$ cat src/include/serial_fifo_pkg.sv
// Contract
// - Request line rises when held count exceeds level.
// - Flow level codes map to 15,1,4,6,8,10,12,14.
// - Receive flag threshold codes map to 1,4,8,14.
// - Transmit flag threshold codes map to 8,4,2,1.
// - Control bit 3 enables request/clear flow control.
// - Control bit 2 holds transmit queue cleared.
// - Control bit 1 holds receive queue cleared.
// - Control bit 0 loops transmit and request internally.
// - Count bits 12-8 show untransmitted bytes, 0..16.
// - Count bits 4-0 show received bytes, 0..16.
// - Request/clear pin control only without flow control.
// - Clock pin control only with clock source 00.
// - Transmit pin control only with transmitter disabled.
// - Port bit 7 drives request pin with bit 6.
// - Port bit 5 drives clear pin with bit 4.
// - Port bit 3 drives clock pin with bit 2.
// - Port bit 1 drives transmit pin with bit 0.
// - Port bit 0 reads the receive pin level.
// - Reception into a full queue sets overrun.
// - Transmit queue holds 16; writes when full dropped.
// - Receive queue takes each completed byte, up to 16.
package serial_fifo_pkg;

    localparam logic [31:0] ADDR_TX_DATA       = 32'h0400_010c;
    localparam logic [31:0] ADDR_RX_DATA       = 32'h0400_0114;
    localparam logic [31:0] ADDR_FIFO_CONTROL  = 32'h0400_0118;
    localparam logic [31:0] ADDR_FILL_COUNT    = 32'h0400_011c;
    localparam logic [31:0] ADDR_PORT_CONTROL  = 32'h0400_0120;
    localparam logic [31:0] ADDR_LINE_STATUS   = 32'h0400_0124;

    localparam logic [15:0] FIFO_CONTROL_RESET = 16'h0060;
    localparam logic [15:0] PORT_CONTROL_RESET = 16'h0060;

    localparam int          FIFO_DEPTH         = 16;
    localparam int          PTR_WIDTH          = 4;
    localparam logic [4:0]  FIFO_FULL_COUNT    = 5'h10;
    localparam logic [1:0]  CLK_SRC_PORT       = 2'h0;

    localparam int          TX_COUNT_LSB       = 8;
    localparam int          RX_COUNT_LSB       = 0;
    localparam int          OVERRUN_BIT        = 0;

    localparam logic [4:0]  FLOW_OFF_LEVEL [8] = '{5'd15, 5'd1, 5'd4, 5'd6,
                                                  5'd8, 5'd10, 5'd12, 5'd14};
    localparam logic [4:0]  RX_FLAG_LEVEL  [4] = '{5'd1, 5'd4, 5'd8, 5'd14};
    localparam logic [4:0]  TX_FLAG_LEVEL  [4] = '{5'd8, 5'd4, 5'd2, 5'd1};

    typedef struct packed {
        logic [4:0] unused;
        logic [2:0] flow_off_trigger_sel;
        logic [1:0] rx_threshold_sel;
        logic [1:0] tx_threshold_sel;
        logic       flow_control_enable;
        logic       tx_fifo_clear;
        logic       rx_fifo_clear;
        logic       loopback_enable;
    } fifo_control_type;

    typedef struct packed {
        logic [7:0] unused;
        logic       req_pin_drive_enable;
        logic       req_pin_value;
        logic       clr_pin_drive_enable;
        logic       clr_pin_value;
        logic       clk_pin_drive_enable;
        logic       clk_pin_value;
        logic       txd_force_enable;
        logic       txd_force_value;
    } pin_port_control_type;

endpackage

$ cat src/rtl/serial_fifo_port_control.sv
module serial_fifo_port_control
    import serial_fifo_pkg::*;
(
    input  wire logic        pclk,
    input  wire logic        presetn,
    input  wire logic        psel,
    input  wire logic        penable,
    input  wire logic        pwrite,
    input  wire logic [31:0] paddr,
    input  wire logic [31:0] pwdata,
    input  wire logic [3:0]  pstrb,
    output logic      [31:0] prdata,
    output logic             pready,
    output logic             pslverr,
    input  wire logic        transmitter_enable,
    input  wire logic [1:0]  clk_source_sel,
    input  wire logic        tx_serial_in,
    input  wire logic        tx_take,
    output logic      [7:0]  tx_byte,
    output logic             tx_byte_valid,
    output logic             tx_allowed,
    input  wire logic        rx_done,
    input  wire logic [7:0]  rx_byte,
    output logic             rx_serial_out,
    output logic             rx_full_flag,
    output logic             tx_empty_flag,
    input  wire logic        rxd_pin,
    output logic             txd_pin,
    output logic             rts_pin_out,
    output logic             rts_pin_oe_n,
    input  wire logic        cts_pin_in,
    output logic             cts_pin_out,
    output logic             cts_pin_oe_n,
    output logic             sck_pin_out,
    output logic             sck_pin_oe_n
);

    // ---------------------------------------------------------------
    // Pin synchronisers
    // ---------------------------------------------------------------

    logic rxd_meta;
    logic rxd_sync;
    logic cts_meta;
    logic cts_sync;

    always_ff @(posedge pclk or negedge presetn)
    begin
        if (!presetn)
        begin
            rxd_meta <= 1'b1;
            rxd_sync <= 1'b1;
            cts_meta <= 1'b0;
            cts_sync <= 1'b0;
        end
        else
        begin
            rxd_meta <= rxd_pin;
            rxd_sync <= rxd_meta;
            cts_meta <= cts_pin_in;
            cts_sync <= cts_meta;
        end
    end

    // ---------------------------------------------------------------
    // Bus decode
    // ---------------------------------------------------------------

    fifo_control_type     fifo_control;
    pin_port_control_type pin_port_control;
    logic                 overrun_flag;
    logic                 overrun_armed;
    logic                 rx_pop_armed;
    logic [4:0]           tx_count;
    logic [4:0]           rx_count;
    logic [7:0]           rx_head;

    wire logic setup_phase   = psel && !penable;
    wire logic access_phase  = psel && penable;
    wire logic hit_tx_data   = paddr == ADDR_TX_DATA;
    wire logic hit_rx_data   = paddr == ADDR_RX_DATA;
    wire logic hit_control   = paddr == ADDR_FIFO_CONTROL;
    wire logic hit_fill      = paddr == ADDR_FILL_COUNT;
    wire logic hit_port      = paddr == ADDR_PORT_CONTROL;
    wire logic hit_status    = paddr == ADDR_LINE_STATUS;
    wire logic mapped        = hit_tx_data || hit_rx_data || hit_control
                               || hit_fill || hit_port || hit_status;
    wire logic write_access  = access_phase && pwrite && mapped;
    wire logic read_access   = access_phase && !pwrite && mapped;

    assign pready  = 1'b1;
    assign pslverr = access_phase && !mapped;

    // Byte-lane merge of a 16-bit register with the write strobes.
    function automatic logic [15:0] merge_lanes(input logic [15:0] old_value,
                                                input logic [31:0] new_value,
                                                input logic [3:0]  lanes);
        logic [15:0] result;
        result       = old_value;
        if (lanes[0])
        begin
            result[7:0] = new_value[7:0];
        end
        if (lanes[1])
        begin
            result[15:8] = new_value[15:8];
        end
        return result;
    endfunction

    // ---------------------------------------------------------------
    // Control and port registers
    // ---------------------------------------------------------------

    fifo_control_type     next_fifo_control;
    pin_port_control_type next_pin_port_control;
    logic [15:0]          merged_control;
    logic [15:0]          merged_port;

    assign merged_control        = merge_lanes(fifo_control, pwdata, pstrb);
    assign merged_port           = merge_lanes(pin_port_control, pwdata, pstrb);
    assign next_fifo_control     = fifo_control_type'({5'h00, merged_control[10:0]});
    assign next_pin_port_control = pin_port_control_type'({8'h00, merged_port[7:0]});

    always_ff @(posedge pclk or negedge presetn)
    begin
        if (!presetn)
        begin
            fifo_control     <= fifo_control_type'(FIFO_CONTROL_RESET);
            pin_port_control <= pin_port_control_type'(PORT_CONTROL_RESET);
        end
        else
        begin
            if (write_access && hit_control)
            begin
                fifo_control <= next_fifo_control;
            end
            if (write_access && hit_port)
            begin
                pin_port_control <= next_pin_port_control;
            end
        end
    end

    // ---------------------------------------------------------------
    // Transmit queue
    // ---------------------------------------------------------------

    logic [PTR_WIDTH-1:0] tx_wr_ptr;
    logic [PTR_WIDTH-1:0] tx_rd_ptr;
    logic [PTR_WIDTH-1:0] next_tx_rd_ptr;

    wire logic tx_clear = fifo_control.tx_fifo_clear;
    wire logic tx_push  = write_access && hit_tx_data && pstrb[0]
                          && tx_count != FIFO_FULL_COUNT && !tx_clear;
    wire logic tx_pop   = tx_take && tx_count != 5'h00 && !tx_clear;

    assign next_tx_rd_ptr = tx_clear ? '0 : tx_rd_ptr + PTR_WIDTH'(tx_pop);
    assign tx_byte_valid  = tx_count != 5'h00;

    always_ff @(posedge pclk or negedge presetn)
    begin
        if (!presetn)
        begin
            tx_wr_ptr <= '0;
            tx_rd_ptr <= '0;
            tx_count  <= 5'h00;
        end
        else if (tx_clear)
        begin
            tx_wr_ptr <= '0;
            tx_rd_ptr <= '0;
            tx_count  <= 5'h00;
        end
        else
        begin
            tx_wr_ptr <= tx_wr_ptr + PTR_WIDTH'(tx_push);
            tx_rd_ptr <= next_tx_rd_ptr;
            tx_count  <= tx_count + 5'(tx_push) - 5'(tx_pop);
        end
    end

    byte_fifo_mem tx_store
    (
        .pclk       (pclk),
        .presetn    (presetn),
        .write_en   (tx_push),
        .write_addr (tx_wr_ptr),
        .write_data (pwdata[7:0]),
        .read_addr  (next_tx_rd_ptr),
        .read_data  (tx_byte)
    );

    // ---------------------------------------------------------------
    // Receive queue
    // ---------------------------------------------------------------

    logic [PTR_WIDTH-1:0] rx_wr_ptr;
    logic [PTR_WIDTH-1:0] rx_rd_ptr;
    logic [PTR_WIDTH-1:0] next_rx_rd_ptr;

    wire logic rx_clear   = fifo_control.rx_fifo_clear;
    wire logic rx_is_full = rx_count == FIFO_FULL_COUNT;
    wire logic rx_push    = rx_done && !rx_is_full && !rx_clear;
    wire logic rx_overrun = rx_done && rx_is_full;
    wire logic rx_pop     = read_access && hit_rx_data && rx_pop_armed
                            && !rx_clear;

    assign next_rx_rd_ptr = rx_clear ? '0 : rx_rd_ptr + PTR_WIDTH'(rx_pop);

    always_ff @(posedge pclk or negedge presetn)
    begin
        if (!presetn)
        begin
            rx_wr_ptr <= '0;
            rx_rd_ptr <= '0;
            rx_count  <= 5'h00;
        end
        else if (rx_clear)
        begin
            rx_wr_ptr <= '0;
            rx_rd_ptr <= '0;
            rx_count  <= 5'h00;
        end
        else
        begin
            rx_wr_ptr <= rx_wr_ptr + PTR_WIDTH'(rx_push);
            rx_rd_ptr <= next_rx_rd_ptr;
            rx_count  <= rx_count + 5'(rx_push) - 5'(rx_pop);
        end
    end

    byte_fifo_mem rx_store
    (
        .pclk       (pclk),
        .presetn    (presetn),
        .write_en   (rx_push),
        .write_addr (rx_wr_ptr),
        .write_data (rx_byte),
        .read_addr  (next_rx_rd_ptr),
        .read_data  (rx_head)
    );

    // ---------------------------------------------------------------
    // Overrun flag
    // ---------------------------------------------------------------

    // The flag is armed for clearing only by a read that returned it as one.
    wire logic status_write = write_access && hit_status && pstrb[0];
    wire logic overrun_clear = status_write && !pwdata[OVERRUN_BIT]
                               && overrun_armed;

    always_ff @(posedge pclk or negedge presetn)
    begin
        if (!presetn)
        begin
            overrun_flag  <= 1'b0;
            overrun_armed <= 1'b0;
        end
        else
        begin
            overrun_flag <= rx_overrun || (overrun_flag && !overrun_clear);
            if (status_write || !overrun_flag)
            begin
                overrun_armed <= 1'b0;
            end
            else if (read_access && hit_status && prdata[OVERRUN_BIT])
            begin
                overrun_armed <= 1'b1;
            end
        end
    end

    // ---------------------------------------------------------------
    // Read data
    // ---------------------------------------------------------------

    logic [31:0] read_value;
    logic [15:0] fill_value;
    logic [15:0] port_value;

    assign fill_value = {3'h0, tx_count, 3'h0, rx_count};
    assign port_value = {pin_port_control[15:1], rxd_sync};
    assign read_value = hit_control ? {16'h0000, fifo_control}
                      : hit_fill    ? {16'h0000, fill_value}
                      : hit_port    ? {16'h0000, port_value}
                      : hit_status  ? {31'h0000_0000, overrun_flag}
                      : hit_rx_data ? {24'h00_0000, rx_head}
                      : 32'h0000_0000;

    // Read data is captured in the setup cycle, so the access phase
    // presents a registered value and a receive pop matches what was shown.
    always_ff @(posedge pclk or negedge presetn)
    begin
        if (!presetn)
        begin
            prdata       <= 32'h0000_0000;
            rx_pop_armed <= 1'b0;
        end
        else if (setup_phase)
        begin
            prdata       <= pwrite ? 32'h0000_0000 : read_value;
            rx_pop_armed <= !pwrite && hit_rx_data && rx_count != 5'h00;
        end
    end

    // ---------------------------------------------------------------
    // Thresholds and flow control
    // ---------------------------------------------------------------

    wire logic       flow_on    = fifo_control.flow_control_enable;
    wire logic       loop_on    = fifo_control.loopback_enable;
    wire logic [4:0] flow_level = FLOW_OFF_LEVEL[fifo_control.flow_off_trigger_sel];
    wire logic [4:0] rx_level   = RX_FLAG_LEVEL[fifo_control.rx_threshold_sel];
    wire logic [4:0] tx_level   = TX_FLAG_LEVEL[fifo_control.tx_threshold_sel];
    wire logic       rts_level  = flow_on && rx_count > flow_level;
    wire logic       cts_seen   = loop_on ? rts_level : cts_sync;

    assign rx_full_flag  = rx_count >= rx_level;
    assign tx_empty_flag = tx_count <= tx_level;
    assign tx_allowed    = !flow_on || !cts_seen;

    // ---------------------------------------------------------------
    // Pin multiplexing
    // ---------------------------------------------------------------

    // The receiver listens to the transmitter in loopback, never to the pin.
    assign rx_serial_out = loop_on ? tx_serial_in : rxd_sync;

    wire logic txd_forced = !transmitter_enable
                            && pin_port_control.txd_force_enable;

    assign txd_pin = txd_forced ? pin_port_control.txd_force_value
                   : loop_on    ? 1'b1
                   : tx_serial_in;

    assign rts_pin_out  = flow_on ? rts_level
                                  : pin_port_control.req_pin_value;
    assign rts_pin_oe_n = !(flow_on || pin_port_control.req_pin_drive_enable);

    assign cts_pin_out  = pin_port_control.clr_pin_value;
    assign cts_pin_oe_n = flow_on || !pin_port_control.clr_pin_drive_enable;

    assign sck_pin_out  = pin_port_control.clk_pin_value;
    assign sck_pin_oe_n = !(clk_source_sel == CLK_SRC_PORT
                            && pin_port_control.clk_pin_drive_enable);

endmodule // serial_fifo_port_control

$ cat src/rtl/byte_fifo_mem.sv
module byte_fifo_mem
    import serial_fifo_pkg::*;
(
    input  wire logic                 pclk,
    input  wire logic                 presetn,
    input  wire logic                 write_en,
    input  wire logic [PTR_WIDTH-1:0] write_addr,
    input  wire logic [7:0]           write_data,
    input  wire logic [PTR_WIDTH-1:0] read_addr,
    output logic      [7:0]           read_data
);

    logic [7:0] store [FIFO_DEPTH];

    // A write to the entry being read is forwarded so the head is never stale.
    always_ff @(posedge pclk or negedge presetn)
    begin
        if (!presetn)
        begin
            for (int i = 0; i < FIFO_DEPTH; i++)
            begin
                store[i] <= 8'h00;
            end
            read_data <= 8'h00;
        end
        else
        begin
            if (write_en)
            begin
                store[write_addr] <= write_data;
            end
            read_data <= (write_en && write_addr == read_addr) ? write_data
                                                                : store[read_addr];
        end
    end

endmodule // byte_fifo_mem

$ cat config.mk
export PLATFORM = sky130hd
export DESIGN_NAME = serial_fifo_port_control
export DESIGN_NICKNAME = d
export VERILOG_FILES = /design/src/include/serial_fifo_pkg.sv /design/src/rtl/serial_fifo_port_control.sv /design/src/rtl/byte_fifo_mem.sv
export SDC_FILE = /design/constraint.sdc
export NUM_CORES = 1
export LEC_CHECK = 0
export ABC_AREA = 1
export BUFFER_PORTS_ARGS = -buffer_cell sky130_fd_sc_hd__buf_2
export CAP_MARGIN = 20
export CORE_MARGIN = 2
export CORE_UTILIZATION = 31
export DETAILED_ROUTE_END_ITERATION = 10
export GPL_ROUTABILITY_DRIVEN = 0
export PLACE_DENSITY = 0.54
export SKIP_CTS_REPAIR_TIMING = 1
export SYNTH_ARGS = -nofsm -noshare
export SYNTH_HDL_FRONTEND = slang
export SYNTH_SLANG_ARGS = --single-unit
$ cat constraint.sdc
create_clock -name pclk -period 2.8 [get_ports pclk]
set_input_delay 0.56 -clock pclk [delete_from_list [all_inputs] [get_ports pclk]]
set_output_delay 0.56 -clock pclk [all_outputs]
set_load 0.02 [all_outputs]
# Yosys cells after proc, flatten, opt, wreduce, memory -nomap -nowiden

Memory sizes are Yosys's and may differ from the RTL's.
Cells that the tools add are included.

Multiplexer cells: 43
Bitwise logic cells: 7
Eq/ne operators: 10
Reductions and logical operators: 69
Order comparisons: 12
Add/subtract/negate cells: 8

Operators with widths:

| operator                                                    | count |
|---|---|
| bitwise mux 128 bit                                         | 2 |
| == test 32 x 27 -> 1 bit (second input constant)            | 6 |
| 2-to-1 mux 8 bit                                            | 11 |
| binary-select mux 8 bit (select 4 bit)                      | 2 |
| demux 8 bit (select 4 bit)                                  | 2 |
| 2-to-1 mux 5 bit                                            | 8 |
| 2-to-1 mux 13 bit                                           | 3 |
| logical AND 1 bit                                           | 37 |
| 2-to-1 mux 4 bit                                            | 6 |
| binary-select mux 5 bit (select 2 bit)                      | 2 |
| greater-or-equal comparator 5 bit (second input constant)   | 4 |
| NOT 4 -> 5 bit                                              | 4 |
| adder 4 x 1 -> 4 bit                                        | 4 |
| logical NOT 1 bit                                           | 15 |
| adder 5 x 1 -> 5 bit                                        | 2 |
| logical OR 1 bit                                            | 10 |
| less-than comparator 5 x 1 -> 1 bit (second input constant) | 2 |
| nonzero test 5 bit                                          | 2 |
| subtractor 5 x 1 -> 5 bit                                   | 2 |
| == test 4 bit                                               | 2 |
| 2-to-1 mux 1 bit                                            | 7 |
| greater-or-equal comparator 3 bit (second input constant)   | 2 |
| NOT 2 -> 3 bit                                              | 2 |
| AND reduction 2 bit                                         | 3 |
| other kinds (9)                                             | 9 |

Input port bits: 89
Memories: 1
ROM bits: 40
Register bits after elaboration: 356
Output and inout bits: 54
Logic and storage cells: 213

Memory list:

| memory           | words | width | read ports | clocked after memory_dff | wr ports | RTL line                        | text |
|---|---|---|---|---|---|---|---|
| (name not given) | 8     | 5     | 1          | 0                        | 0        | serial_fifo_port_control.sv:313 | `wire logic [4:0] flow_level = FLOW_OFF_LEVEL[fifo_control.flow_off_trigger_sel];` |

# Depth between registers and ports, before layout

Gate-level depths: netlist of run 1.

Word-level depth: 17
Depth in mapped cells: 23
Mapped depth without buffers: 22

# By module

From an unflattened synthesis of run 1, not the netlist that was laid out.

Cell total of the unflattened synthesis: 2,310
Area total of the unflattened synthesis: 17,644.4 um^2

Modules (own cells, without submodules):

| module                   | sequential area each (um^2) | cells an instance | area each (um^2) | times used |
|---|---|---|---|---|
| byte_fifo_mem            | 3,403.3                     | 886               | 6,717.7          | 2 |
| serial_fifo_port_control | 1,634.1                     | 538               | 4,209.0          | 1 |

# Worst setup path after synthesis of run 1

OpenSTA, ideal clock, no wires.

Path type: input -> register
Start: input port paddr[23]
End: register rx_store.read_data[5]
Data arrival time: 3.150 ns
Data required time: 2.669 ns
Cell stages on the path: 18
Slack: -0.480 ns
Path buffers: 1
Setup time: 0.131 ns
Path through: nor2_1 > nand2_1 > nor2_1 > nand2_2 > nor2_4 > nand2_1 > inv_1 > nand3_1 > nor4_1 > ha_1 > ha_1 > nor2_1 > nor3_1 > xor2_1 > nand3_1 > buf_2 > nor2_1 > a31oi_1

Cells in the longest elaborated chain, start to end: 17
Elaborated cells on any way between the ends: 24
Those cells by class: 1 x add/sub; 7 x eq/ne; 5 x mux; 1 x bitwise; 10 x reduce/logical

Ends and longest elaborated chain:

| item                                                | RTL line                                                       | text |
|---|---|---|
| from (decl)                                         | serial_fifo_port_control.sv:9                                  | `input wire logic [31:0] paddr,` |
| == test 32 x 27 -> 1 bit (on tied branches)         | serial_fifo_port_control.sv:80, serial_fifo_port_control.sv:81 |  |
| logical OR 1 bit (2 in a row)                       | serial_fifo_port_control.sv:86                                 | `wire logic mapped = hit_tx_data \|\| hit_rx_data \|\| hit_control` |
| logical OR 1 bit (3 in a row)                       | serial_fifo_port_control.sv:87                                 | `\|\| hit_fill \|\| hit_port \|\| hit_status;` |
| logical AND 1 bit                                   | serial_fifo_port_control.sv:89                                 | `wire logic read_access = access_phase && !pwrite && mapped;` |
| logical AND 1 bit (*) (2 in a row)                  | serial_fifo_port_control.sv:206                                | `wire logic rx_pop = read_access && hit_rx_data && rx_pop_armed` |
| logical AND 1 bit (*)                               | serial_fifo_port_control.sv:207                                | `&& !rx_clear;` |
| adder 4 x 1 -> 4 bit (*)                            | serial_fifo_port_control.sv:209                                | `assign next_rx_rd_ptr = rx_clear ? '0 : rx_rd_ptr + PTR_WIDTH'(rx_pop);` |
| 2-to-1 mux 4 bit (*)                                | serial_fifo_port_control.sv:209                                |  |
| NOT 4 -> 5 bit (not written as such)                | byte_fifo_mem.sv:33                                            | `: store[read_addr];` |
| binary-select mux 8 bit (select 4 bit)              | byte_fifo_mem.sv:33                                            |  |
| 2-to-1 mux 8 bit (not written as such) (2 in a row) | byte_fifo_mem.sv:33                                            |  |
| 2-to-1 mux 8 bit (*)                                | byte_fifo_mem.sv:32                                            | `read_data <= (write_en && write_addr == read_addr) ? write_data` |
| to (signal assigned)                                | byte_fifo_mem.sv:32                                            |  |
| to (decl)                                           | byte_fifo_mem.sv:10                                            | `output logic [7:0] read_data` |

Mark *: on every way between the ends. The rest lies on a longest branch, timed or not. The select of a mux whose other input is x is not followed.
A chain may end at the register's enable or synchronous reset.

# Worst setup path in the final report of run 1

Start: register fifo_control[8] (netlist bit)
End: output port tx_allowed

Cells in the longest elaborated chain, start to end: 9

Ends and longest elaborated chain:

| item                                                | RTL line                        | text |
|---|---|---|
| from (decl)                                         | serial_fifo_port_control.sv:69  | `fifo_control_type fifo_control;` |
| from (signal assigned)                              | serial_fifo_port_control.sv:129 | `fifo_control <= fifo_control_type'(FIFO_CONTROL_RESET);` |
| from (signal assigned)                              | serial_fifo_port_control.sv:136 | `fifo_control <= next_fifo_control;` |
| NOT 3 -> 4 bit (not written as such)                | serial_fifo_port_control.sv:313 |  |
| memory read (8 x 5 bit)                             | --                              |  |
| 2-to-1 mux 5 bit (not written as such) (2 in a row) | serial_fifo_port_control.sv:313 |  |
| > comparator 5 bit                                  | serial_fifo_port_control.sv:316 | `wire logic rts_level = flow_on && rx_count > flow_level;` |
| logical AND 1 bit                                   | serial_fifo_port_control.sv:316 |  |
| 2-to-1 mux 1 bit                                    | serial_fifo_port_control.sv:317 | `wire logic cts_seen = loop_on ? rts_level : cts_sync;` |
| logical NOT 1 bit                                   | serial_fifo_port_control.sv:321 | `assign tx_allowed = !flow_on \|\| !cts_seen;` |
| logical OR 1 bit                                    | serial_fifo_port_control.sv:321 |  |
| to (decl)                                           | serial_fifo_port_control.sv:21  | `output logic tx_allowed,` |

No other way between the ends. The select of a mux whose other input is x is not followed.

==> flow_results.org, run 1 <==
** Global routing
- Global-route usage over all layers :: between 10% and 20%
- Largest net degree at the start of global routing :: between 90 and 100
- The via count of the first global-routing pass was between 15000 and 20000.
- Global route total overflow :: 0
- The number of antenna violations at the first check in global routing was 4.
- The first global-routing pass estimated 86.86 mm of wire.

** Synth
- For this run, asynchronously set or reset flops after synthesis account for 100.0%.
- Seq/Total Area, Yosys :: just under 50%
- Counting flops and latches in the post-synthesis netlist gives around 340.
- Number of synthesized flops with an enable pin :: 0
- Post-synthesis instance area :: approximately 17000 sq um
- Number of library cell types mapped by synthesis :: 52
- In the synthesized netlist the dominant register cell turns out to be dfrtp_1.
- Number of warnings printed during yosys synthesis :: 0
- The cell count after synthesis came out at between 2000 and 2500.
- Averaged over all synthesized cells, the footprint is roughly 8 sq um.

** Critical path
- STA puts the critical path data required time at approximately 2200 ps.
- The worst setup path is launched from a flop.
- Max Fanout on Critical Path :: 4
- Counting both buffers and inverters, the worst setup path holds a total of 2.
- The worst setup path is captured at a primary output.
- Cell type with the highest occurrence count on the critical path :: o21ai_1
- Cell-by-cell listing of the critical path :: inv_2 -> ha_4 -> nand2_1 -> o21ai_1 -> ha_1 -> a21oi_2 -> o21ai_1 -> o21ai_1 -> nand3_1 -> o211ai_1 -> buf_4
- In this design, the stage delay of the slowest critical-path cell is ~420 ps.
- The critical path is of the reg2out type.
- Largest delay contributor family on the critical path :: adder cells
- At the worst endpoint, the arrival time is around 2500 ps.
- On the critical path, the stage with the largest delay is an instance of dfrtp_1.

** Route
- Number of DRC markers after the initial detailed-route iteration :: 1448
- The pre-antenna-repair detailed-routing pass consisted of 5 iterations.
- Total wire length after detailed routing :: around 55 mm
- The count of nets left with antenna violations once routing finished came out at 0.
- The routed layout has ~16000 vias.
- Average wire per standard cell :: between 15 and 20 um
- Via-per-instance ratio :: around 5.1
- In the routed design, unresolved DRC markers number 0.

** Clock network
- CTS tree :: yes
- Clock latency on the worst-skew pair, taken at its later pin, is 570 ps.
- The tree is rooted in a clkbuf_16.
- After clock tree synthesis, the clock-pin slew on the worst setup and hold paths is approximately 50 ps.
- Number of buffers between clock root and the deepest sink :: 3
- H-Tree Level Count :: 2
- Clock sinks :: 337
- Number of buffers inserted during clock tree synthesis :: 39

** STA
- Maximum clock frequency :: roughly 330 MHz
- Setup repair after global routing could not meet its margin everywhere.
- Minimum clock period :: slightly above 3000 ps
- Setup violations remaining at the end of the flow were counted as 4.
- Worst slew pin tran :: 864.4 ps
- The clock arrives with 21.97 ps of skew.
- Count of pins over their slew limit :: 0
- Hold Fails Final Rpt :: 0
- In the post-route analysis, the smallest setup slack over all paths is -221.3 ps.
- Part of the cycle the worst path needs :: 107.9%
- Relative slew margins :: 42.37%

** Job
- Number of maximum-capacitance constraint violations :: 0

** Finish
- The top cell types in the final layout, fill and taps aside, are nand2_1, dfrtp_1, o21ai_0.
- Area of all placed cells without fillers :: roughly 22000 sq um
- Relative to the synthesized area, the layout overhead comes to 25.92%.
- The library cell used most frequently in the layout, excluding fill and tap cells, is nand2_1.
- At the end of the flow the core is filled with cells to between 30% and 40%.
- Final nets :: roughly 2500
- Share of final-layout standard cells stronger than drive strength 1 :: between 20% and 30%

** Die
- X dimension of the die :: 239.6 um
- Core area :: 54990 sq um
- After floorplanning, the core was divided into 86 placement rows.
- For this configuration, the core starts out at a cell density of a little under a third.
- Overall die area :: between 50000 and 60000 sq um
- Die extent in y :: roughly 240 um
- In this run the count of I/O pins placed on the die edge is 143.

** Power and ir drop
- Max VDD drop :: 396.4 uV
- For this design the ratio of total power to cell area is between 600 and 700 nW/um^2.
- Summed over all cells, the static leakage comes to ~0.011 uW.

** Hold path
- HP Class :: in2async

** Run status
- Status :: finished, violations left
- Violated checks :: negative setup slack

** Placement
- Cell area reported after detailed placement :: 19500 sq um
- Detailed placement ended at an HPWL of around 38 mm.
- # port buffers :: 99
## sequential cells by signal, indices dropped and copies added (netlist names), 4 cells and up
signal / cells
rx_store.store: 128
tx_store.store: 128
prdata: 13
rx_store.read_data: 8
tx_store.read_data: 8
fifo_control: 7
pin_port_control: 6
rx_count: 5
tx_count: 5
rx_rd_ptr: 4
rx_wr_ptr: 4
tx_rd_ptr: 4
tx_wr_ptr: 4
## cells by family after synthesis
| group | count (synthesis) | share of synthesized area, % |
|---|---|---|
| other | 2 | 0.04363 |
| flip-flops | 337 | 49.04 |
| adder cells (fa/ha/maj) | 36 | 2.704 |
| AND/OR/NAND/NOR | 1084 | 27.08 |
| AO/OA/AOI/OAI | 418 | 13.83 |
| buffers and inverters | 255 | 6.833 |
| XOR/XNOR | 8 | 0.4071 |
| multiplexers | 1 | 0.06542 |
## power breakdown
part | internal (uW) | switching, uW
Clock | 3000 | 2130
Combinational | 1020 | 1530
Sequential | 5860 | 678
Total | 9880 | 4340
## stage by stage
step	setup TNS, ps	std cells	setup slack [ps]	hold WS (ps)	power, uW
after detailed placement	-48200	3022	-730.1	348.4	8968
after global placement	-46160	3022	-642.1	341.0	8876
after global routing	-1554	3108	-359.6	74.23	15070
final	-456.3	3109	-221.3	25.65	14230
after floorplan	-1892	2159	-245.9	264.4	7984
after CTS	-2584	3092	-372.6	77.31	14160
## worst reg2reg max path: cells and delay by family, from the launching register on
| family | cells | cell delay [ps] |
|---|---|---|
| XOR/XNOR | 1 | 150 |
| adder cells (fa/ha/maj) | 4 | 1090 |
| buffers and inverters | 3 | 200 |
| flip-flops | 1 | 430 |
| AND/OR/NAND/NOR | 7 | 730 |
## synthesized netlist by cell type, drive strengths merged, types with 6 or more instances
cell type	n	area, sq um
dfstp	6	157.7
a21oi	19	98.85
nand4	32	341.6
nor3	6	35.03
or2	15	93.84
o311ai	10	87.58
o22ai	24	150.1
o211ai	31	232.7
o21ai	289	1450
xor2	6	52.55
nand3	189	955.9
nor2	275	1072
o32ai	8	70.07
inv	120	450.4
dfrtp	331	8283
a31oi	10	62.56
buf	55	425.4
nand2	561	2108
o221ai	17	148.9
clkbuf	77	289.0
ha	34	425.4
## layer usage
layer / global-route usage [%] / part of all wire, % / vias up / wire, um
li1: - / - / 7496 / -
met1: 27.13 / 46 / 7749 / 25190
met2: 30.01 / 46 / 462 / 25500
met3: 3.469 / 6.1 / 92 / 3381
met4: 5.322 / 2.2 / 6 / 1231
met5: 0 / 0.049 / - / 27
## path summary, 6_finish.rpt
path	start	endpoint	slack, ps	depth (start not counted)
min reg2reg	rxd_meta$_DFF_PN1_	rxd_sync$_DFF_PN1_	360	0
max in group asynchronous	presetn	rx_store.store[68]$_DFFE_PN0P_	1970	2
max	fifo_control[8]$_DFFE_PN0P_	tx_allowed	-220	11
max reg2reg	rx_count[2]$_DFF_PN0_	rx_count[4]$_DFF_PN0_	90	15
min	presetn	prdata[0]$_DFFE_PN0P_	30	1
min in group pclk	rxd_pin	rxd_meta$_DFF_PN1_	100	1
## final cells by class
| class | instances | area (sq um) |
|---|---|---|
| timing repair buffer | 263 | 2222 |
| tap | 748 | 935.9 |
| sequential | 337 | 8441 |
| multi-input combinational | 1567 | 8305 |
| clock buffer | 53 | 1079 |
| inverter | 123 | 480.5 |
| fill | 5523 | 33310 |
| antenna | 1 | 2.502 |
| clock inverter | 17 | 206.4 |
(Power assumes the default switching activity.)
==> run 2: changes to the inputs <==
SKIP_CTS_REPAIR_TIMING = unset   (was 1)
==> flow_results.org, run 2 (synthesis results as in run 1) <==
** Die
- I/O pin count :: 143 (unchanged)
- The row count was 86 (unchanged).
- The die span in y was 239.6 um (unchanged).
- X dimension of the die :: 239.6 um (unchanged)
- Initial Utilization :: 31.30% (unchanged)
- Overall die area :: 57420 sq um (unchanged)
- Core area :: 54990 sq um (unchanged)

** Finish
- Final nets :: 2463 (+0.29%)
- Relative to the synthesized area, the layout overhead comes to 26.11%.
- The total of fill cells in the finished design is 5518 (-0.091%).
- The fraction of final layout cells with drive strength greater than 1 came to 20.83% (+0.19 points).
- Most common cell after layout, fill and taps aside :: nand2_1
- Most used cells in the layout excluding fill and tap cells :: nand2_1, dfrtp_1, nor2_1, o21ai_0, nand3_1
- Largest registers ranked by flip-flop count :: rx_store.store x128, tx_store.store x128, prdata x13

** Clock network
- Clock slew at the register clock pins of the worst setup and hold paths :: 50 ps (about the same)
- Clock sinks :: 337 (unchanged)
- CTS placed an instance of clkbuf_16 at the clock tree root.
- The H-tree depth is 2 (unchanged).
- CTS tree :: yes
- The later-pin clock latency in the skew report came to 570 ps (about the same).
- The number of buffers inserted during clock tree synthesis was 39 (unchanged).
- Hold repair after CTS inserted 0 buffers.
- The maximum buffer depth of the clock tree is 3 (unchanged).

** Critical path
- The required arrival time at the worst endpoint is 2240 ps (about the same).
- The endpoint identified for the worst register-to-register timing path is tx_store.read_data[2]$_DFF_PN0_.
- Register-to-register setup slack :: 80 ps (about the same)
- Launching element of the worst setup path :: fifo_control[8]$_DFFE_PN0P_
- End point of the critical path :: rts_pin_out
- Max Fanout on Critical Path :: 3 (-1)
- Count of cells along the worst register-to-register path :: 17 (+2)
- The critical path in this run is classified as reg2out.
- The data arrival time of the worst path is 2390 ps (-70 ps).
- STA classifies the critical path startpoint as a flop.
- The worst setup path is captured at a primary output.
- The startpoint identified for the worst register-to-register timing path is tx_count[3]$_DFF_PN0_.

** Global routing
- Busiest layer in global routing :: met2
- Wire length of the first global-routing pass :: 87.74 mm (+1.0%)
- The total congestion overflow is 0 (unchanged).
- The via count of the first global-routing pass came to 15620 (+1.1%).
- Antenna violations before repair :: 3 (-1)
- Met2 Track Usage GR :: 30.34% (+0.32 points)
- Global-route usage over all layers :: 19.37% (+0.18 points)
- The fraction of met1 tracks used by global routing came to 27.35% (+0.22 points).
- Largest net degree at the start of global routing :: 91 (unchanged)
- The met3 global-route usage is 3.400% (-0.069 points).

** STA
- Count of pins over their slew limit :: 0 (unchanged)
- Setup clock skew after layout :: 20.61 ps (-1.363 ps)
- The highest clock frequency the design can meet is 339.2 MHz (+2.5%).
- Relative slew margins :: 40.57% (-1.8 points)
- The minimum setup slack in the final design was -147.9 ps (+73.45 ps).
- The final setup violation count was 9 (+5).
- The final period demand of the worst path came to 2948 ps (-73.45 ps).
- Part of the cycle the worst path needs :: 105.3% (-2.6 points)
- The transition at the pin with the smallest max-transition slack came to 891.5 ps (+27.07 ps).
- RSZ-0062 raised after global routing :: true
- Hold Fails Final Rpt :: 0 (unchanged)

** Job
- The max-capacitance violation count was 0 (unchanged).

** Route
- The average vias per placed instance is 5.118 (+0.68%).
- The first-pass iteration count of the detailed router came to 6 (+1).
- The detailed router's first-iteration violation count is 1497 (+3.4%).
- Residual antenna-violating net count after detailed routing :: 0 (unchanged)
- The average routed wire per standard cell is 17.76 um (-0.22%).
- Total wire length after detailed routing :: 55.33 mm (unchanged)
- The total vias in the final route is 15950 (+0.90%).
- Drt drc :: 0 (unchanged)

** Run status
- Violated checks :: negative setup slack
- Status :: finished, violations left

** Power and ir drop
- Tot Pwr :: 14230 uW (about the same)
- The maximum vdd ir drop was 390.4 uV (-1.5%).
- Leakage power total :: 0.01069 uW (+0.40%)
- Total power divided by cell area :: 655.5 nW/um^2 (-0.13%)

** Placement
- The number of input and output port buffers inserted is 99 (unchanged).
- Setup slack at placement :: -730.1 ps (unchanged)
- Post-detailed-placement half-perimeter wirelength :: 37.52 mm (unchanged)

** Hold path
- In this run the worst hold path is classified as in2async.
run 2: changes by cell type in the layout (fill, tap and decap cells not counted), sizes merged:
| cell | before | now |
|---|---|---|
| inv | 121 | 120 |
| buf | 260 | 269 |
| clkbuf | 56 | 54 |
| clkinv | 14 | 15 |
run 2: metal layers:
metal	up-vias	share of wire (%)	wire length [um]
met5	-	0.034	19
met2	466	46	25450
li1	7510	-	-
met3	85	6.2	3445
met1	7883	46	25280
met4	4	2.1	1137
run 2: worst max-delay path, stage by stage (launching register included):
cell     delay, ps
dfrtp_1        400
buf_4          160
ha_1           180
nand2_1         60
o21ai_1         70
ha_1           290
nand2_2         60
o21ai_1        120
o21ai_1         90
a31oi_1        210
buf_4          190
run 2: what timing repair did:
item / in CTS / in global routing
endpoints found under the hold margin: 0 / 0
setup buffers: 11 / 13
resized for setup: 60 / 141
setup endpoints to repair: 18 / 104
cloned: 2 / 2
pin swaps: 28 / 51
run 2: final cells by class:
cell class / count / area, sq um / area share, %
Multi-Input combinational cell: 1567 / 8312 / 38.29
Sequential cell: 337 / 8441 / 38.89
Clock inverter: 17 / 206.4 / 0.9512
Tap cell: 748 / 935.9 / 4.312
Antenna cell: 1 / 2.502 / 0.01153
Clock buffer: 53 / 1079 / 4.969
Timing Repair Buffer: 270 / 2246 / 10.35
Inverter: 123 / 483.0 / 2.225
run 2: worst min path at each step:
stage / end / slack (ps) / cells after the start
2_1_floorplan: cts_meta$_DFF_PN0_ / 260 / 0
3_3_place_gp: cts_sync$_DFF_PN0_ / 340 / 0
4_1_cts: rx_pop_armed$_DFFE_PN0P_ / 80 / 1
5_1_grt: rxd_meta$_DFF_PN1_ / 70 / 1
3_5_place_dp: rxd_sync$_DFF_PN1_ / 350 / 0
6_report: prdata[0]$_DFFE_PN0P_ / 10 / 1
run 2: power breakdown:
group          internal (uW)  leakage [uW]  switching, uW
Combinational           1020       0.00558           1540
Clock                   3010      0.000632           2130
Sequential              5860       0.00447            670
run 2: through the flow:
stage / cells / hold WS, ps / utilization, % / setup TNS [ps] / area [sq um]
finish: 3116 / 10.30 / 39.47 / -735.1 / 21700
CTS: 3105 / 77.31 / 38.52 / -574.7 / 21180
global route: 3115 / 74.23 / 39.47 / -2498 / 21700
floorplan: 2159 / 264.4 / - / -1892 / 17450
global placement: 3022 / 341.0 / 35.47 / -46160 / 19500
detailed placement: 3022 / 348.4 / 35.47 / -48200 / 19500
==> run 3: changes to the inputs <==
CTS_BUF_LIST = sky130_fd_sc_hd__clkbuf_16   (was unset)
==> flow_results.org, run 3 (synthesis results as in run 1) <==
** Route
- The detailed router's first-iteration violation count is 1458 (-2.6%).
- First drt pass iteration count :: 5 (-1)
- The number of routed nets with antenna violations came to 0 (unchanged).
- Average wire per standard cell :: 17.78 um (+0.15%)
- The total vias in the final route came to 15910 (-0.21%).
- The detailed-route wire length came to 55.59 mm (+0.47%).
- The average vias per placed instance came to 5.091 (-0.53%).
- The DRC violation count after routing was 0 (unchanged).

** Clock network
- Later-pin clock latency in the skew report :: 570 ps (about the same)
- The number of buffers inserted during clock tree synthesis came to 39 (unchanged).
- H-Tree Level Count :: 2 (unchanged)
- The clock transition time at the flip-flop clock pins of the worst setup and hold paths came to 50 ps (about the same).
- The number of hold buffers added after cts was 0 (unchanged).
- Number of buffers between clock root and the deepest sink :: 3 (unchanged)
- Root buf cell :: clkbuf_16
- TritonCTS built the clock tree.
- The number of sinks driven by the clock tree came to 337 (unchanged).

** STA
- Final worst-path setup slack :: -159.6 ps (-11.76 ps)
- Maximum clock frequency :: 337.9 MHz (-0.40%)
- Minimum clock period :: 2960 ps (+11.76 ps)
- The final clock period utilization by the worst path was 105.7% (+0.42 points).
- The remaining max-slew budget at the tightest pin was 41.96% (+1.4 points).
- The worst clock skew on the final layout came to 20.87 ps (+0.2571 ps).
- The final setup violation count came to 10 (+1).
- Hold Fails Final Rpt :: 0 (unchanged)
- Final TNS setup :: -804.1 ps (-68.98 ps)
- Setup repair after global routing could not meet its margin everywhere.
- The transition at the pin with the smallest max-transition slack is 870.7 ps (-20.78 ps).
- Count of pins over their slew limit :: 0 (unchanged)

** Die
- The die span in y was 239.6 um (unchanged).
- X dimension of the die :: 239.6 um (unchanged)
- Overall die area :: 57420 sq um (unchanged)
- The effective utilization at floorplan is 31.30% (unchanged).
- The placeable core area is 54990 sq um (unchanged).
- The row count is 86 (unchanged).
- The top-level I/O count came to 143 (unchanged).

** Placement
- Number of placed cells counting well taps :: 3022 (unchanged)
- Post-detailed-placement half-perimeter wirelength :: 37.52 mm (unchanged)
- # port buffers :: 99 (unchanged)
- The setup slack at placement came to -730.1 ps (unchanged).

** Global routing
- Antenna violations before repair :: 3 (unchanged)
- The wire length of the first global-routing pass came to 87.73 mm (about the same).
- The via count of the first global-routing pass came to 15600 (-0.12%).
- The all-layer global routing usage is 19.37% (about the same).
- Global route total overflow :: 0 (unchanged)
- Largest net degree at the start of global routing :: 91 (unchanged)

** Run status
- Status :: finished, violations left
- The checks that failed: negative setup slack.

** Finish
- Share of final-layout standard cells stronger than drive strength 1 :: 21.25% (+0.42 points)
- Final nets :: 2473 (+0.41%)
- In the layout the commonest cells are nand2_1, dfrtp_1, o21ai_0.
- Most common cell after layout, fill and taps aside :: nand2_1
- Area growth, synth to finish :: 26.37%
- Largest registers ranked by flip-flop count :: rx_store.store x128, tx_store.store x128, prdata x13
- Post-layout instance count excluding filler cells :: 3126 (+0.32%)

** Critical path
- Tracing the worst setup path back leads to its startpoint at fifo_control[8]$_DFFE_PN0P_.
- The setup path with the least slack is of type reg2out.
- R2R Path End :: tx_store.read_data[2]$_DFF_PN0_
- Arrival time at the worst endpoint :: 2400 ps (about the same)
- Register-to-register setup slack :: 80 ps (about the same)
- Required time of the worst setup path :: 2240 ps (about the same)
- The startpoint identified for the worst register-to-register timing path is tx_count[2]$_DFF_PN0_.
- The worst setup path is captured at a primary output.
- Count of cells along the worst register-to-register path :: 17 (unchanged)
- Max Fanout on Critical Path :: 2 (-1)
- End point of the critical path :: tx_allowed
- Critical path launch point type :: flop

** Power and ir drop
- Max VDD drop :: 392.0 uV (+0.40%)
- Total power divided by cell area :: 646.5 nW/um^2 (-1.4%)
- The leakage power figure was 0.01074 uW (+0.55%).

** Hold path
- HP Class :: in2async

** Job
- Number of maximum-capacitance constraint violations :: 0 (unchanged)
[run 3: cell types whose count changed in the layout (fill, tap and decap cells not counted), sizes merged]
cell	change
inv	+8
clkbuf	-14
buf	+10
clkinvlp	+1
clkinv	+5
[run 3: report_power, final]
group	leakage (uW)	total, uW	switching [uW]	internal [uW]
Sequential	0.00447	6540	675	5860
Combinational	0.00563	2570	1540	1030
Clock	0.000641	4960	2120	2830
[run 3: cell type report]
cell class | count | area [sq um]
fill | 5507 | 33240
sequential | 337 | 8441
multi-input combinational | 1567 | 8332
timing repair buffer | 280 | 2315
clock buffer | 39 | 975.9
tap | 748 | 935.9
inverter | 123 | 489.2
clock inverter | 31 | 259.0
antenna | 1 | 2.502
[run 3: metal layers]
layer / track usage, % / routed length, um / part of all wire (%) / vias to the layer above
li1: - / - / - / 7529
met2: 30.34 / 25470 / 46 / 409
met4: 5.511 / 1241 / 2.2 / 4
met5: 0 / 19 / 0.034 / -
met1: 27.38 / 25680 / 46 / 7881
met3: 3.365 / 3173 / 5.7 / 91
[run 3: how the worst min path moves through the flow]
| stage | to | start | cells past startpoint |
|---|---|---|---|
| after detailed placement | rxd_sync$_DFF_PN1_ | rxd_meta$_DFF_PN1_ | 0 |
| after floorplan | cts_meta$_DFF_PN0_ | presetn | 0 |
| after global placement | cts_sync$_DFF_PN0_ | cts_meta$_DFF_PN0_ | 0 |
| final | prdata[0]$_DFFE_PN0P_ | presetn | 1 |
| after CTS | rx_pop_armed$_DFFE_PN0P_ | presetn | 1 |
| after global routing | prdata[0]$_DFFE_PN0P_ | presetn | 1 |
[run 3: what timing repair did]
item,4_1_cts,5_1_grt
setup endpoints to repair,18,104
setup buffers,11,22
pin swaps,28,72
gates cloned,2,2
gates resized for setup,60,145
[run 3: worst max-delay path, cell delays in order (launching register included)]
cell and delay [ps]:
dfrtp_1 410, inv_2 90, ha_4 200, nand2_1 50
o21ai_1 60, ha_1 310, a21oi_2 130, o21ai_1 60
o21ai_1 90, nand3_1 90, o211ai_1 150, buf_4 200
[run 3: metrics by stage]
stage	hold slack [ps]	cell area, sq um	total power [uW]	utilization (%)
floorplan	264.4	17450	7984	-
global placement	341.0	19500	8876	35.47
detailed placement	348.4	19500	8968	35.47
CTS	78.16	21130	14030	38.42
global route	75.09	21750	14900	39.55
finish	9.970	21750	14060	39.56
